## config.mk

```make
export PLATFORM = sky130hd
export DESIGN_NAME = ccce_exec
export DESIGN_NICKNAME = d
export VERILOG_FILES = /design/src/verilog/ccce_pkg.sv /design/src/verilog/ccce_decode.sv /design/src/verilog/ccce_exec.sv
export SDC_FILE = /design/constraint.sdc
export NUM_CORES = 1
export LEC_CHECK = 0
export ABC_AREA = 1
export BUFFER_PORTS_ARGS = -buffer_cell sky130_fd_sc_hd__buf_2
export CAP_MARGIN = 20
export CORE_MARGIN = 5
export CORE_UTILIZATION = 52
export DETAILED_ROUTE_END_ITERATION = 12
export PLACE_DENSITY = 0.83
export SYNTH_ARGS = -nofsm -noshare
export SYNTH_HDL_FRONTEND = slang
export SYNTH_SLANG_ARGS = --single-unit
```

## constraint.sdc

```tcl
create_clock -name clk_i -period 1.7 [get_ports clk_i]
set_input_delay 0.085 -clock clk_i [delete_from_list [all_inputs] [get_ports clk_i]]
set_output_delay 0.085 -clock clk_i [all_outputs]
set_load 0.03 [all_outputs]
```

## src/verilog/ccce_pkg.sv

```systemverilog
// constants for the clear/call/complement execute slice
package ccce_pkg;
   localparam int          INSTR_W         = 14;
   localparam int          PC_W            = 13;
   localparam int          FADDR_W         = 7;
   localparam int          DATA_W          = 8;
   localparam int          DOG_W           = 8;
   localparam int          PRESC_W         = 8;
   localparam int          STACK_DEPTH     = 8;
   localparam int          SP_W            = 3;
   // opcode fields
   localparam logic [5:0]  OPC_CLEAR_FILE  = 6'h01;   // 00 0001, d=1
   localparam logic [5:0]  OPC_INVERT_FILE = 6'h09;   // 00 1001
   localparam logic [2:0]  OPC_CALL        = 3'h4;    // 10 0
   localparam logic [13:0] ENC_CLEAR_WORK  = 14'h0103;
   localparam logic [13:0] ENC_DOG_CLEAR   = 14'h0064;
   localparam int          DBIT_POS        = 7;
   localparam int          LATCH_LO        = 3;
   localparam int          LATCH_HI        = 4;
   localparam int          CALL_CYCLES     = 2;
   // reset values
   localparam logic [PC_W-1:0]    PC_RST   = 13'h0000;
   localparam logic [DATA_W-1:0]  W_RST    = 8'h00;
   localparam logic [DOG_W-1:0]   DOG_ZERO = 8'h00;
   localparam logic [PRESC_W-1:0] PRE_ZERO = 8'h00;
   localparam logic               FLAG_RST = 1'b1;

   typedef enum logic [2:0] {
      CCCE_OP_NONE        = 3'b000,
      CCCE_OP_CLEAR_FILE  = 3'b001,
      CCCE_OP_CLEAR_WORK  = 3'b010,
      CCCE_OP_CALL        = 3'b011,
      CCCE_OP_DOG_CLEAR   = 3'b100,
      CCCE_OP_INVERT_FILE = 3'b101
   } ccce_op_e;
endpackage

```

## src/verilog/ccce_decode.sv

```systemverilog
// instruction word classifier for the execute slice
module ccce_decode
   import ccce_pkg::*;
(
   input  wire logic [INSTR_W-1:0] instr_i,   // instruction word
   output ccce_op_e                op_o       // decoded operation
);
   always_comb
   begin
      op_o = CCCE_OP_NONE;
      if (instr_i == ENC_CLEAR_WORK)
         op_o = CCCE_OP_CLEAR_WORK;
      else if (instr_i == ENC_DOG_CLEAR)
         op_o = CCCE_OP_DOG_CLEAR;
      else if (instr_i[13:8] == OPC_CLEAR_FILE && instr_i[DBIT_POS])
         op_o = CCCE_OP_CLEAR_FILE;
      else if (instr_i[13:8] == OPC_INVERT_FILE)
         op_o = CCCE_OP_INVERT_FILE;
      else if (instr_i[13:11] == OPC_CALL)
         op_o = CCCE_OP_CALL;
   end
endmodule // ccce_decode

```

## src/verilog/ccce_exec.sv

```systemverilog
// execute slice: clear file, call, clear work, watchdog clear, invert file
module ccce_exec
   import ccce_pkg::*;
(
   input  wire logic               clk_i,            // instruction clock
   input  wire logic               nrst_i,           // async reset, active low
   input  wire logic               instr_valid_i,    // instruction word present
   input  wire logic [INSTR_W-1:0] instr_i,          // instruction word
   input  wire logic [DATA_W-1:0]  file_rdata_i,     // addressed register contents
   input  wire logic [DATA_W-1:0]  upper_pc_latch_i, // upper pc latch register
   input  wire logic               watchdog_tick_i,  // watchdog prescaler clock tick
   output logic                    busy_o,           // second cycle of a call
   output logic [PC_W-1:0]         pc_o,             // program counter
   output logic [PC_W-1:0]         stack_top_o,      // stack top
   output logic [SP_W-1:0]         sp_o,             // stack pointer
   output logic                    file_we_o,        // file register write strobe
   output logic [FADDR_W-1:0]      file_addr_o,      // file register address
   output logic [DATA_W-1:0]       file_wdata_o,     // file register write data
   output logic [DATA_W-1:0]       work_o,           // working register
   output logic                    zero_flag_o,      // zero flag
   output logic                    timeout_flag_o,   // timeout status bit
   output logic                    powerdown_flag_o, // power-down status bit
   output logic [DOG_W-1:0]        watchdog_counter_o, // watchdog counter
   output logic [PRESC_W-1:0]      watchdog_prescale_o // watchdog prescaler
);
   ccce_op_e                op;
   logic                    exec;
   logic [DATA_W-1:0]       inv;
   logic [PC_W-1:0]         stack_q [STACK_DEPTH];
   logic [PRESC_W-1:0]      pre_inc;

   ////////////////////////////////////////////////////////////////////////
   ccce_decode u_dec (
      .instr_i (instr_i),
      .op_o    (op)
   );

   // the fetched word is ignored during the call's second cycle
   assign exec    = instr_valid_i && !busy_o;
   assign inv     = ~file_rdata_i;
   assign pre_inc = watchdog_prescale_o + 8'h01;

   ////////////////////////////////////////////////////////////////////////
   // program counter and call sequencing
   always_ff @(posedge clk_i or negedge nrst_i)
   begin
      if (!nrst_i)
      begin
         pc_o   <= PC_RST;
         busy_o <= 1'b0;
      end
      else if (busy_o)
      begin
         busy_o <= 1'b0;
      end
      else if (exec && op == CCCE_OP_CALL)
      begin
         pc_o   <= {upper_pc_latch_i[LATCH_HI:LATCH_LO], instr_i[10:0]};
         busy_o <= 1'b1;
      end
      else if (exec)
      begin
         pc_o <= pc_o + 13'h0001;
      end
   end

   // return stack: circular, overflow wraps silently; nothing pops in this slice
   always_ff @(posedge clk_i or negedge nrst_i)
   begin
      if (!nrst_i)
      begin
         sp_o        <= '0;
         stack_top_o <= PC_RST;
      end
      else if (exec && op == CCCE_OP_CALL)
      begin
         stack_top_o <= pc_o + 13'h0001;
         sp_o        <= sp_o + 3'h1;
      end
   end

   // stack storage has no reset: an entry is only meaningful after its push
   always_ff @(posedge clk_i)
   begin
      if (exec && op == CCCE_OP_CALL)
         stack_q[sp_o] <= pc_o + 13'h0001;
   end

   ////////////////////////////////////////////////////////////////////////
   // file register writes
   always_ff @(posedge clk_i or negedge nrst_i)
   begin
      if (!nrst_i)
      begin
         file_we_o    <= 1'b0;
         file_addr_o  <= '0;
         file_wdata_o <= '0;
      end
      else
      begin
         file_we_o   <= 1'b0;
         file_addr_o <= instr_i[FADDR_W-1:0];
         if (exec && op == CCCE_OP_CLEAR_FILE)
         begin
            file_we_o    <= 1'b1;
            file_wdata_o <= 8'h00;
         end
         else if (exec && op == CCCE_OP_INVERT_FILE && instr_i[DBIT_POS])
         begin
            file_we_o    <= 1'b1;
            file_wdata_o <= inv;
         end
      end
   end

   // working register
   always_ff @(posedge clk_i or negedge nrst_i)
   begin
      if (!nrst_i)
         work_o <= W_RST;
      else if (exec && op == CCCE_OP_CLEAR_WORK)
         work_o <= 8'h00;
      else if (exec && op == CCCE_OP_INVERT_FILE && !instr_i[DBIT_POS])
         work_o <= inv;
   end

   // zero flag; call leaves it alone
   always_ff @(posedge clk_i or negedge nrst_i)
   begin
      if (!nrst_i)
         zero_flag_o <= 1'b0;
      else if (exec && (op == CCCE_OP_CLEAR_FILE || op == CCCE_OP_CLEAR_WORK))
         zero_flag_o <= 1'b1;
      else if (exec && op == CCCE_OP_INVERT_FILE)
         zero_flag_o <= (inv == 8'h00);
   end

   ////////////////////////////////////////////////////////////////////////
   // watchdog: prescaler divides ticks, counter steps on prescaler wrap
   always_ff @(posedge clk_i or negedge nrst_i)
   begin
      if (!nrst_i)
      begin
         watchdog_counter_o  <= DOG_ZERO;
         watchdog_prescale_o <= PRE_ZERO;
      end
      else if (exec && op == CCCE_OP_DOG_CLEAR)
      begin
         watchdog_counter_o  <= DOG_ZERO;
         watchdog_prescale_o <= PRE_ZERO;
      end
      else if (watchdog_tick_i)
      begin
         watchdog_prescale_o <= pre_inc;
         if (pre_inc == PRE_ZERO)
            watchdog_counter_o <= watchdog_counter_o + 8'h01;
      end
   end

   // status bits; only the watchdog clear touches them in this slice,
   // time-out and sleep clear them elsewhere in the core
   always_ff @(posedge clk_i or negedge nrst_i)
   begin
      if (!nrst_i)
      begin
         timeout_flag_o   <= FLAG_RST;
         powerdown_flag_o <= FLAG_RST;
      end
      else if (exec && op == CCCE_OP_DOG_CLEAR)
      begin
         timeout_flag_o   <= 1'b1;
         powerdown_flag_o <= 1'b1;
      end
   end

   ////////////////////////////////////////////////////////////////////////
   a_clear_file: assert property (@(posedge clk_i) disable iff (!nrst_i)
      exec && op == CCCE_OP_CLEAR_FILE |=> file_we_o && file_wdata_o == 8'h00 && zero_flag_o)
      else $error("clear file did not write zero and set Z");

   a_call_push: assert property (@(posedge clk_i) disable iff (!nrst_i)
      exec && op == CCCE_OP_CALL |=> stack_top_o == $past(pc_o) + 13'h0001)
      else $error("call pushed wrong return address");

   a_stack_entry: assert property (@(posedge clk_i) disable iff (!nrst_i)
      exec && op == CCCE_OP_CALL |=> stack_q[sp_o - 3'h1] == stack_top_o)
      else $error("stack entry differs from stack top");

   a_call_target: assert property (@(posedge clk_i) disable iff (!nrst_i)
      exec && op == CCCE_OP_CALL |=>
      pc_o == {$past(upper_pc_latch_i[LATCH_HI:LATCH_LO]), $past(instr_i[10:0])})
      else $error("call loaded wrong pc");

   a_call_two_cyc: assert property (@(posedge clk_i) disable iff (!nrst_i)
      exec && op == CCCE_OP_CALL |=> busy_o && $stable(zero_flag_o) ##1 !busy_o)
      else $error("call not two cycles or flag changed");

   a_dog_clear: assert property (@(posedge clk_i) disable iff (!nrst_i)
      exec && op == CCCE_OP_DOG_CLEAR |=>
      watchdog_counter_o == 8'h00 && watchdog_prescale_o == 8'h00)
      else $error("watchdog not cleared");

   a_dog_flags: assert property (@(posedge clk_i) disable iff (!nrst_i)
      exec && instr_i == ENC_DOG_CLEAR |=> timeout_flag_o && powerdown_flag_o)
      else $error("status bits not set by watchdog clear");

   a_invert_work: assert property (@(posedge clk_i) disable iff (!nrst_i)
      exec && op == CCCE_OP_INVERT_FILE && !instr_i[DBIT_POS] |=>
      work_o == ~$past(file_rdata_i) && !file_we_o)
      else $error("invert to W wrong");

   a_invert_file: assert property (@(posedge clk_i) disable iff (!nrst_i)
      exec && op == CCCE_OP_INVERT_FILE && instr_i[DBIT_POS] |=>
      file_we_o && file_wdata_o == ~$past(file_rdata_i) && $stable(work_o))
      else $error("invert to file wrong");

   a_clear_work: assert property (@(posedge clk_i) disable iff (!nrst_i)
      exec && instr_i == ENC_CLEAR_WORK |=> work_o == 8'h00 && zero_flag_o)
      else $error("clear work failed");

   a_invert_zflag: assert property (@(posedge clk_i) disable iff (!nrst_i)
      exec && op == CCCE_OP_INVERT_FILE |=> zero_flag_o == ($past(file_rdata_i) == 8'hff))
      else $error("invert zero flag wrong");
endmodule // ccce_exec

```

Word level (Yosys, flattened, before mapping)
Cells that the tools add are included.
- add/subtract/negate cells: 4
- eq/ne operators: 10
- mux-type cells: 22
- bitwise gates (word level): 2
- reduce and logical (&&, ||, !) cells: 23
- operators by type and width (cell ; count):
    8-bit two-way mux ; 9
    13-bit two-way mux ; 2
    8-bit by 1-bit adder with 8-bit output, second input constant ; 2
    8-bit zero test ; 2
    14-bit by 7-bit equality test with 1-bit output, second input constant ; 1
    14-bit by 9-bit equality test with 1-bit output, second input constant ; 1
    13-bit by 1-bit adder with 13-bit output, second input constant ; 1
    3-bit two-way mux ; 4
    2-bit nonzero test ; 6
    1-bit logical AND ; 10
    3-bit equality test, second input constant ; 3
    8-bit NOT ; 1
    3-bit by 2-bit equality test with 1-bit output, second input constant ; 2
    6-bit by 1-bit equality test with 1-bit output, second input constant ; 1
    6-bit by 4-bit equality test with 1-bit output, second input constant ; 1
    1-bit two-way mux ; 6
    2-bit AND reduction ; 2
    3-bit by 1-bit adder with 3-bit output, second input constant ; 1
    3-bit by 1-bit equality test with 1-bit output, second input constant ; 1
    1-bit zero test ; 2
    2-bit two-way mux ; 1
    1-bit logical OR ; 1
    1-bit NOT ; 1
- bits in registers: 71
- input port bits: 34

Logic depth before layout (Yosys ltp)
Gate-level depths: netlist (run 1).
- depth after elaboration: 11
- mapped depth: 10

Hierarchy
Synthesis (run 1) repeated with hierarchy kept, for this count alone.
- cell total of the unflattened synthesis: 433
- area, all modules: 3555.9 µm²
- modules (own cells, without submodules) (module ; instances ; cells an instance ; area each (µm²) ; seq. area each (µm²)):
    ccce_exec ; 1 ; 394 ; 3400.8 ; 1776.7
    ccce_decode ; 1 ; 39 ; 155.1 ; 0.0

Least setup slack after synthesis (run 1)
No wires, ideal clock.
- path type: register -> register
- start: register pc_o[0]
- end: register pc_o[10]
- library setup time: 0.117 ns
- arrival time: 1.595 ns
- required time: 1.583 ns
- path slack: -0.011 ns
- stages on the path, launching flop included: 8
- path buffers: 0
- period minus slack after synthesis: 1.711 ns
- cells stage by stage: dfrtp_1 ha_1 nand3_1 nor3_1 nand3_1 xor2_1 nand2_1 nand2_1
- word-level cells in the longest chain between the ends: 3
- ends and longest elaborated chain (item ; RTL line ; source):
    from (decl) ; ccce_exec.sv:13 ; output logic [PC_W-1:0] pc_o,
    from (signal assigned) ; ccce_exec.sv:58 ; pc_o <= {upper_pc_latch_i[LATCH_HI:LATCH_LO], instr_i[10:0]};
    from (signal assigned) ; ccce_exec.sv:63 ; pc_o <= pc_o + 13'h0001;
    13-bit by 1-bit adder with 13-bit output ; - ;
    13-bit two-way mux ; ccce_exec.sv:61 ; else if (exec)
    13-bit two-way mux ; ccce_exec.sv:56 ; else if (exec && op == CCCE_OP_CALL)
No other way between the ends. The select of a mux whose other input is x is not followed.
A chain may end at the register's enable or synchronous reset.

Final worst setup path (run 1)
- start: register watchdog_prescale_o[0]
- end: register watchdog_counter_o[7]
- word-level cells in the longest chain between the ends: 4
- ends and longest elaborated chain (item ; RTL line ; source):
    from (decl) ; ccce_exec.sv:24 ; output logic [PRESC_W-1:0] watchdog_prescale_o
    from (signal assigned) ; ccce_exec.sv:154 ; watchdog_prescale_o <= pre_inc;
    8-bit by 1-bit adder with 8-bit output ; ccce_exec.sv:41 ; assign pre_inc = watchdog_prescale_o + 8'h01;
    8-bit zero test ; ccce_exec.sv:155 ; if (pre_inc == PRE_ZERO)
    2-bit nonzero test (no line) ; - ;
    2-bit AND reduction (no line) ; - ;
    to (signal assigned) ; ccce_exec.sv:156 ; watchdog_counter_o <= watchdog_counter_o + 8'h01;
    to (decl) ; ccce_exec.sv:23 ; output logic [DOG_W-1:0] watchdog_counter_o,
No other way between the ends.

==> results of run 1 <==
-- metal layers --
metal | vias up | routed length [um] | track usage (%)
met4 | 0 | 71 | 7.57
met2 | 112 | 4430 | 35.0
met1 | 1578 | 4030 | 27.5
met5 | - | 0 | 0
met3 | 4 | 621 | 4.99
li1 | 1647 | - | -
-- final timing paths --
path	from	end	slack (ps)
setup / recovery	watchdog_prescale_o[0]	watchdog_counter_o[7]	100
hold / removal	instr_i[9]	pc_o[9]	20
min in group asynchronous	nrst_i	stack_top_o[0]	250
hold reg to reg	sp_o[2]	sp_o[2]	470
setup reg to reg	watchdog_prescale_o[0]	watchdog_counter_o[7]	100
max in group asynchronous	nrst_i	work_o[4]	880
-- per-stage QoR --
step	util (%)	std cells
after floorplan	-	429
after global placement	61.8	605
after detailed placement	61.8	605
after CTS	67.2	638
after global routing	67.7	638
final	67.7	638
-- synth_stat cells (all sizes together), types with 2 or more instances --
master / n / area [um2]
nor2: 28 / 146
dfrtp: 71 / 1780
xnor2: 3 / 26.3
o21ai: 28 / 140
o21bai: 4 / 33.8
o221ai: 2 / 17.5
nor3: 5 / 30.0
ha: 5 / 62.6
inv: 56 / 210
buf: 10 / 82.6
nand4: 8 / 50.1
a21o: 2 / 15.0
o22ai: 10 / 62.6
nand3: 62 / 340
xor2: 9 / 78.8
nand2: 116 / 450
-- worst reg2reg max path, stage by stage (launching register included) --
cell	delay, ps
dfrtp_1	390
ha_1	260
nand3_1	140
nand2_1	90
nand2_1	90
nand3_1	90
nor2_2	130
nand2_4	110
nand2_4	120
nand2_1	60
nand2_1	60
-- cell type report --
class	count	area, um2	share of cell area (%)
flip-flops and latches	71	1780	38.9
clock inverters	6	60.1	1.31
well taps	80	100	2.19
inverters	56	210	4.60
multi-input cells	291	1540	33.8
clock buffers	10	138	3.01
repair buffers	124	743	16.3
-- flip-flops by register name (all words and copies together) (netlist names) --
| register | cells |
|---|---|
| busy_o | 1 |
| file_addr_o | 7 |
| file_wdata_o | 8 |
| file_we_o | 1 |
| pc_o | 13 |
| sp_o | 3 |
| stack_top_o | 13 |
| watchdog_counter_o | 8 |
| watchdog_prescale_o | 8 |
| work_o | 8 |
| zero_flag_o | 1 |
-- cell families after synthesis --
kind of cell,count (synthesis),synth area share (%)
AOI/OAI and AO/OA,51,8.56
buffers and inverters,67,8.28
DFF,71,49.6
and+or+nand+nor,221,28.8
other,1,0.105
xor gates and xnor gates,12,2.94
adders and majority gates,5,1.75
-- report_power, final --
part           switching (W)  leakage [nW]  internal [W]
combinational        0.00140          1.53      0.000634
sequential          0.000307         0.895       0.00202
clock               0.000624        0.0981      0.000710
-- what timing repair did --
action                                 4_1_cts  5_1_grt
endpoints found under the hold margin       61        0
setup endpoints to repair                    0       19
buffers inserted                             0        0
hold buffers                                17        0
gates resized for setup                      0        6
==> results.json, run 1 <==
{
  "drcViolationCount": 0,
  "leakage_nw": 2.52,
  "report.final.slew_viol_count": 0,
  "crit_path_cell_trace": "ha_1 -> nand3_1 -> nand2_1 -> nand2_1 -> nand3_1 -> nor2_2 -> nand2_4 -> nand2_4 -> nand2_1 -> nand2_1",
  "crit_buf_inv": 0,
  "setup_slack_ps": 96.8,
  "core_area_mm2": 0.00676,
  "htree_levels": 3,
  "synth_cell_type_count": 37,
  "synthCells": 428,
  "antenna_found_initial": 0,
  "cts_sinks": 71,
  "n_fill_cell": 563,
  "cp_common_cell": "nand2_1",
  "cts_tree": "done",
  "fp.dieH_um": 93.0,
  "design_area_mm2": 0.00457,
  "gp_congestion": 0.879,
  "worst-path-max-fanout": 9,
  "async_reset_ff_share_pct": 100,
  "synth-edff-count": 0,
  "power_density_mw_per_mm2": 1250,
  "fin_tns_setup_ps": 0,
  "hold_viol": 0,
  "grt_first_pass_wirelength_um": 14700,
  "critPathRequiredTime_ps": 1970,
  "worst-path-stages": 10,
  "start_util_pct": 53.0,
  "ant_nets": 0,
  "synthFlopType": "dfrtp_1",
  "dp_hpwl_um": 6600,
  "slew_headroom_pct": 66.4,
  "cts-buffers-inserted": 9,
  "cp_top_family": "simple AND/OR/NAND/NOR gates",
  "first_iter_violations": 254,
  "worstSkewPairLatency_ps": 330,
  "drv_cap": 0,
  "cp_slowest_cell": "dfrtp_1",
  "globalRouteTotalUtil_pct": 21.3,
  "max_stage_delay_ps": 390,
  "wl_per_cell_um": 14.3,
  "area_delta_synth_final_pct": 27.7,
  "die-area_mm2": 0.00865,
  "tightest_slew_ps": 504,
  "ir_drop_mv": 0.669,
  "diodes": 0,
  "holdPathStages": 3,
  "viasPerCell": 5.24,
  "clock_path_buffers": 2,
  "overflow": 0,
  "grt_max_degree": 39,
  "fin_nets": 592,
  "fmax_mhz": 624,
  "crit_path_end_kind": "flip-flop",
  "rsz0062_at_grt": "no",
  "worst_ep_arrival_time_ps": 1880,
  "ys_seq_elements": 71,
  "period_needed_ps": 1600,
  "path_class": "flip-flop to flip-flop",
  "io_pins": 107,
  "place_area_mm2": 0.00417,
  "hp-class": "input pin to flip-flop",
  "finalPower_w": 0.00570,
  "finalSetupViolCount": 0,
  "path_clk_slew_ps": 80,
  "cts_root_buffer": "clkbuf_8",
  "cp-start-kind": "flip-flop",
  "first_global_vias": 3144,
  "portBuffers": 98,
  "routed_wl_um": 9150,
  "status": "complete, no violations",
  "synth_area_mm2": 0.00358,
  "final_common_cell": "nand2_1",
  "pre_cts_ws_ps": 88.8,
  "fin_crit_sh_pct": 94.3,
  "via_count": 3341,
  "layout_common_cells": "111 x nand2_1, 97 x buf_2, 70 x dfrtp_1",
  "synth_warnings": 0,
  "row_count": 30,
  "ys_seq_area_share_pct": 49.6,
  "syn_area_per_cell_um2": 8.37,
  "layout-drive-gt1-share_pct": 26.7,
  "fin_skew_ps": 7.70,
  "chipWidth_um": 93.0,
  "rr_worst_depth": 10,
  "hold_ws_ps": 18.9,
  "dr.pass1.iters": 5
}
Note: power is estimated with default switching activity, not from simulation.
==> inputs of run 2 (changes only) <==
--- a/config.mk
+++ b/config.mk
@@ -12,6 +12,7 @@
 export CORE_UTILIZATION = 52
 export DETAILED_ROUTE_END_ITERATION = 12
 export PLACE_DENSITY = 0.83
+export RECOVER_POWER = 25
 export SYNTH_ARGS = -nofsm -noshare
 export SYNTH_HDL_FRONTEND = slang
 export SYNTH_SLANG_ARGS = --single-unit
==> results.json, run 2 (synthesis gave the netlist of run 1 again) <==
{
  "crit_path_cell_trace": "ha_1 -> nand3_1 -> nand2_1 -> nand2_1 -> nand3_1 -> nor2_2 -> nand2_4 -> nand2_4 -> nand2_1 -> nand2_1",
  "crit_path_end_kind": "flip-flop",
  "ant_nets": 0,
  "htree_levels": 3,
  "viasPerCell": 5.26,
  "finalSetupViolCount": 0,
  "period_needed_ps": 1600,
  "r2r-end": "watchdog_counter_o[7]",
  "final_common_cell": "nand2_1",
  "dr.pass1.iters": 5,
  "dp_hpwl_um": 6600,
  "via_count": 3357,
  "gp_congestion": 0.879,
  "fp.dieH_um": 93.0,
  "leakage_nw": 2.51,
  "cp-start-kind": "flip-flop",
  "place_area_mm2": 0.00417,
  "whs_endpoint": "pc_o[9]",
  "worst_ep_arrival_time_ps": 1880,
  "fmax_mhz": 624,
  "ir_drop_mv": 0.669,
  "hold_ws_ps": 20.3,
  "path_clk_slew_ps": 80,
  "rsz0062_at_grt": "no",
  "drcViolationCount": 0,
  "finalPower_w": 0.00570,
  "grt_max_degree": 39,
  "diodes": 0,
  "row_count": 30,
  "holdPathStages": 3,
  "routed_wl_um": 9130,
  "critPathRequiredTime_ps": 1970,
  "worstSkewPairLatency_ps": 330,
  "cts_tree": "done",
  "status": "complete, no violations",
  "cts-buffers-inserted": 9,
  "fin_skew_ps": 7.36,
  "die-area_mm2": 0.00865,
  "power_density_mw_per_mm2": 1250,
  "cts_sinks": 71,
  "r2r_setup_slack_ps": 100,
  "rr_worst_depth": 10,
  "io_pins": 107,
  "cp_common_cell": "nand2_1",
  "area_delta_synth_final_pct": 27.4,
  "drv_cap": 0,
  "fin_nets": 592,
  "cts_root_buffer": "clkbuf_8",
  "worst-path-max-fanout": 9,
  "overflow": 0,
  "portBuffers": 98,
  "path_class": "flip-flop to flip-flop",
  "hp-class": "input pin to flip-flop",
  "chipWidth_um": 93.0,
  "slew_headroom_pct": 34.7,
  "wl_per_cell_um": 14.3,
  "clock_path_buffers": 2,
  "fin_crit_sh_pct": 94.3,
  "cp_slowest_cell": "dfrtp_1",
  "first_iter_violations": 240,
  "globalRouteTotalUtil_pct": 21.3,
  "start_util_pct": 53.0,
  "grt_first_pass_wirelength_um": 14700,
  "layout-drive-gt1-share_pct": 25.6,
  "design_area_mm2": 0.00456,
  "r2r-start": "watchdog_prescale_o[0]",
  "max_stage_delay_ps": 390,
  "first_global_vias": 3144,
  "core_area_mm2": 0.00676,
  "report.final.slew_viol_count": 0,
  "reg_top3": "pc_o x13, stack_top_o x13",
  "hold_viol": 0,
  "worstHoldStart": "instr_i[9]",
  "cts_setup_buffers": 0,
  "layout_common_cells": "111 x nand2_1, 91 x buf_2, 70 x dfrtp_1",
  "tightest_slew_ps": 979,
  "antenna_found_initial": 0,
  "fin_tns_setup_ps": 0
}
==> run 2: cell count changes in the layout (fill, tap and decap cells not counted) <==
cell,before,now
clkbuf_2,0,1
clkbuf_1,0,6
buf_2,97,91
buf_4,9,8
==> run 2: area by class of cell <==
type | instances | area [um2]
fillers | 568 | 2190
repair buffers | 124 | 733
multi-input cells | 291 | 1540
clock buffers | 10 | 138
inverters | 56 | 210
well taps | 80 | 100
flip-flops and latches | 71 | 1780
clock inverters | 6 | 60.1
==> run 2: layer usage <==
metal	track usage (%)	wire length, um
met3	4.99	667
met1	27.5	3960
met4	7.57	79
met2	35.0	4420
met5	0	0
==> run 2: worst max path at each step <==
stage,startpoint,to,slack [ps],cells past startpoint
after floorplan,watchdog_prescale_o[0],watchdog_counter_o[3],4,10
after global placement,watchdog_prescale_o[0],watchdog_counter_o[2],170,10
after detailed placement,watchdog_prescale_o[0],watchdog_counter_o[7],90,10
after CTS,instr_i[1],watchdog_prescale_o[4],60,8
after global routing,pc_o[1],pc_o[10],10,8
final,watchdog_prescale_o[0],watchdog_counter_o[7],100,10
==> run 2: repair_timing <==
| action | in CTS | in global routing |
|---|---|---|
| hold endpoints to repair | 61 | 0 |
| resized for setup | 0 | 6 |
| endpoints found under the setup margin | 0 | 19 |
| hold buffers | 17 | 0 |
==> run 2: per-stage QoR <==
stage | std cells | utilization, % | setup slack (ps)
final | 638 | 67.5 | 97.3
after global routing | 638 | 67.5 | 13.8
after CTS | 638 | 67.2 | 64.5
after detailed placement | 605 | 61.8 | 88.8
after global placement | 605 | 61.8 | 174
after floorplan | 429 | - | 4.08
==> run 2: report_power, final <==
| group | total [W] | switching, W | internal, W |
|---|---|---|---|
| registers | 0.00233 | 0.000307 | 0.00202 |
| clock network | 0.00133 | 0.000621 | 0.000710 |
| logic | 0.00203 | 0.00140 | 0.000631 |
==> run 2: critical path: cells and delay by family (launching register included) <==
family / cells / cell delay [ps]
adders and majority gates: 1 / 260
DFF: 1 / 390
and+or+nand+nor: 9 / 890
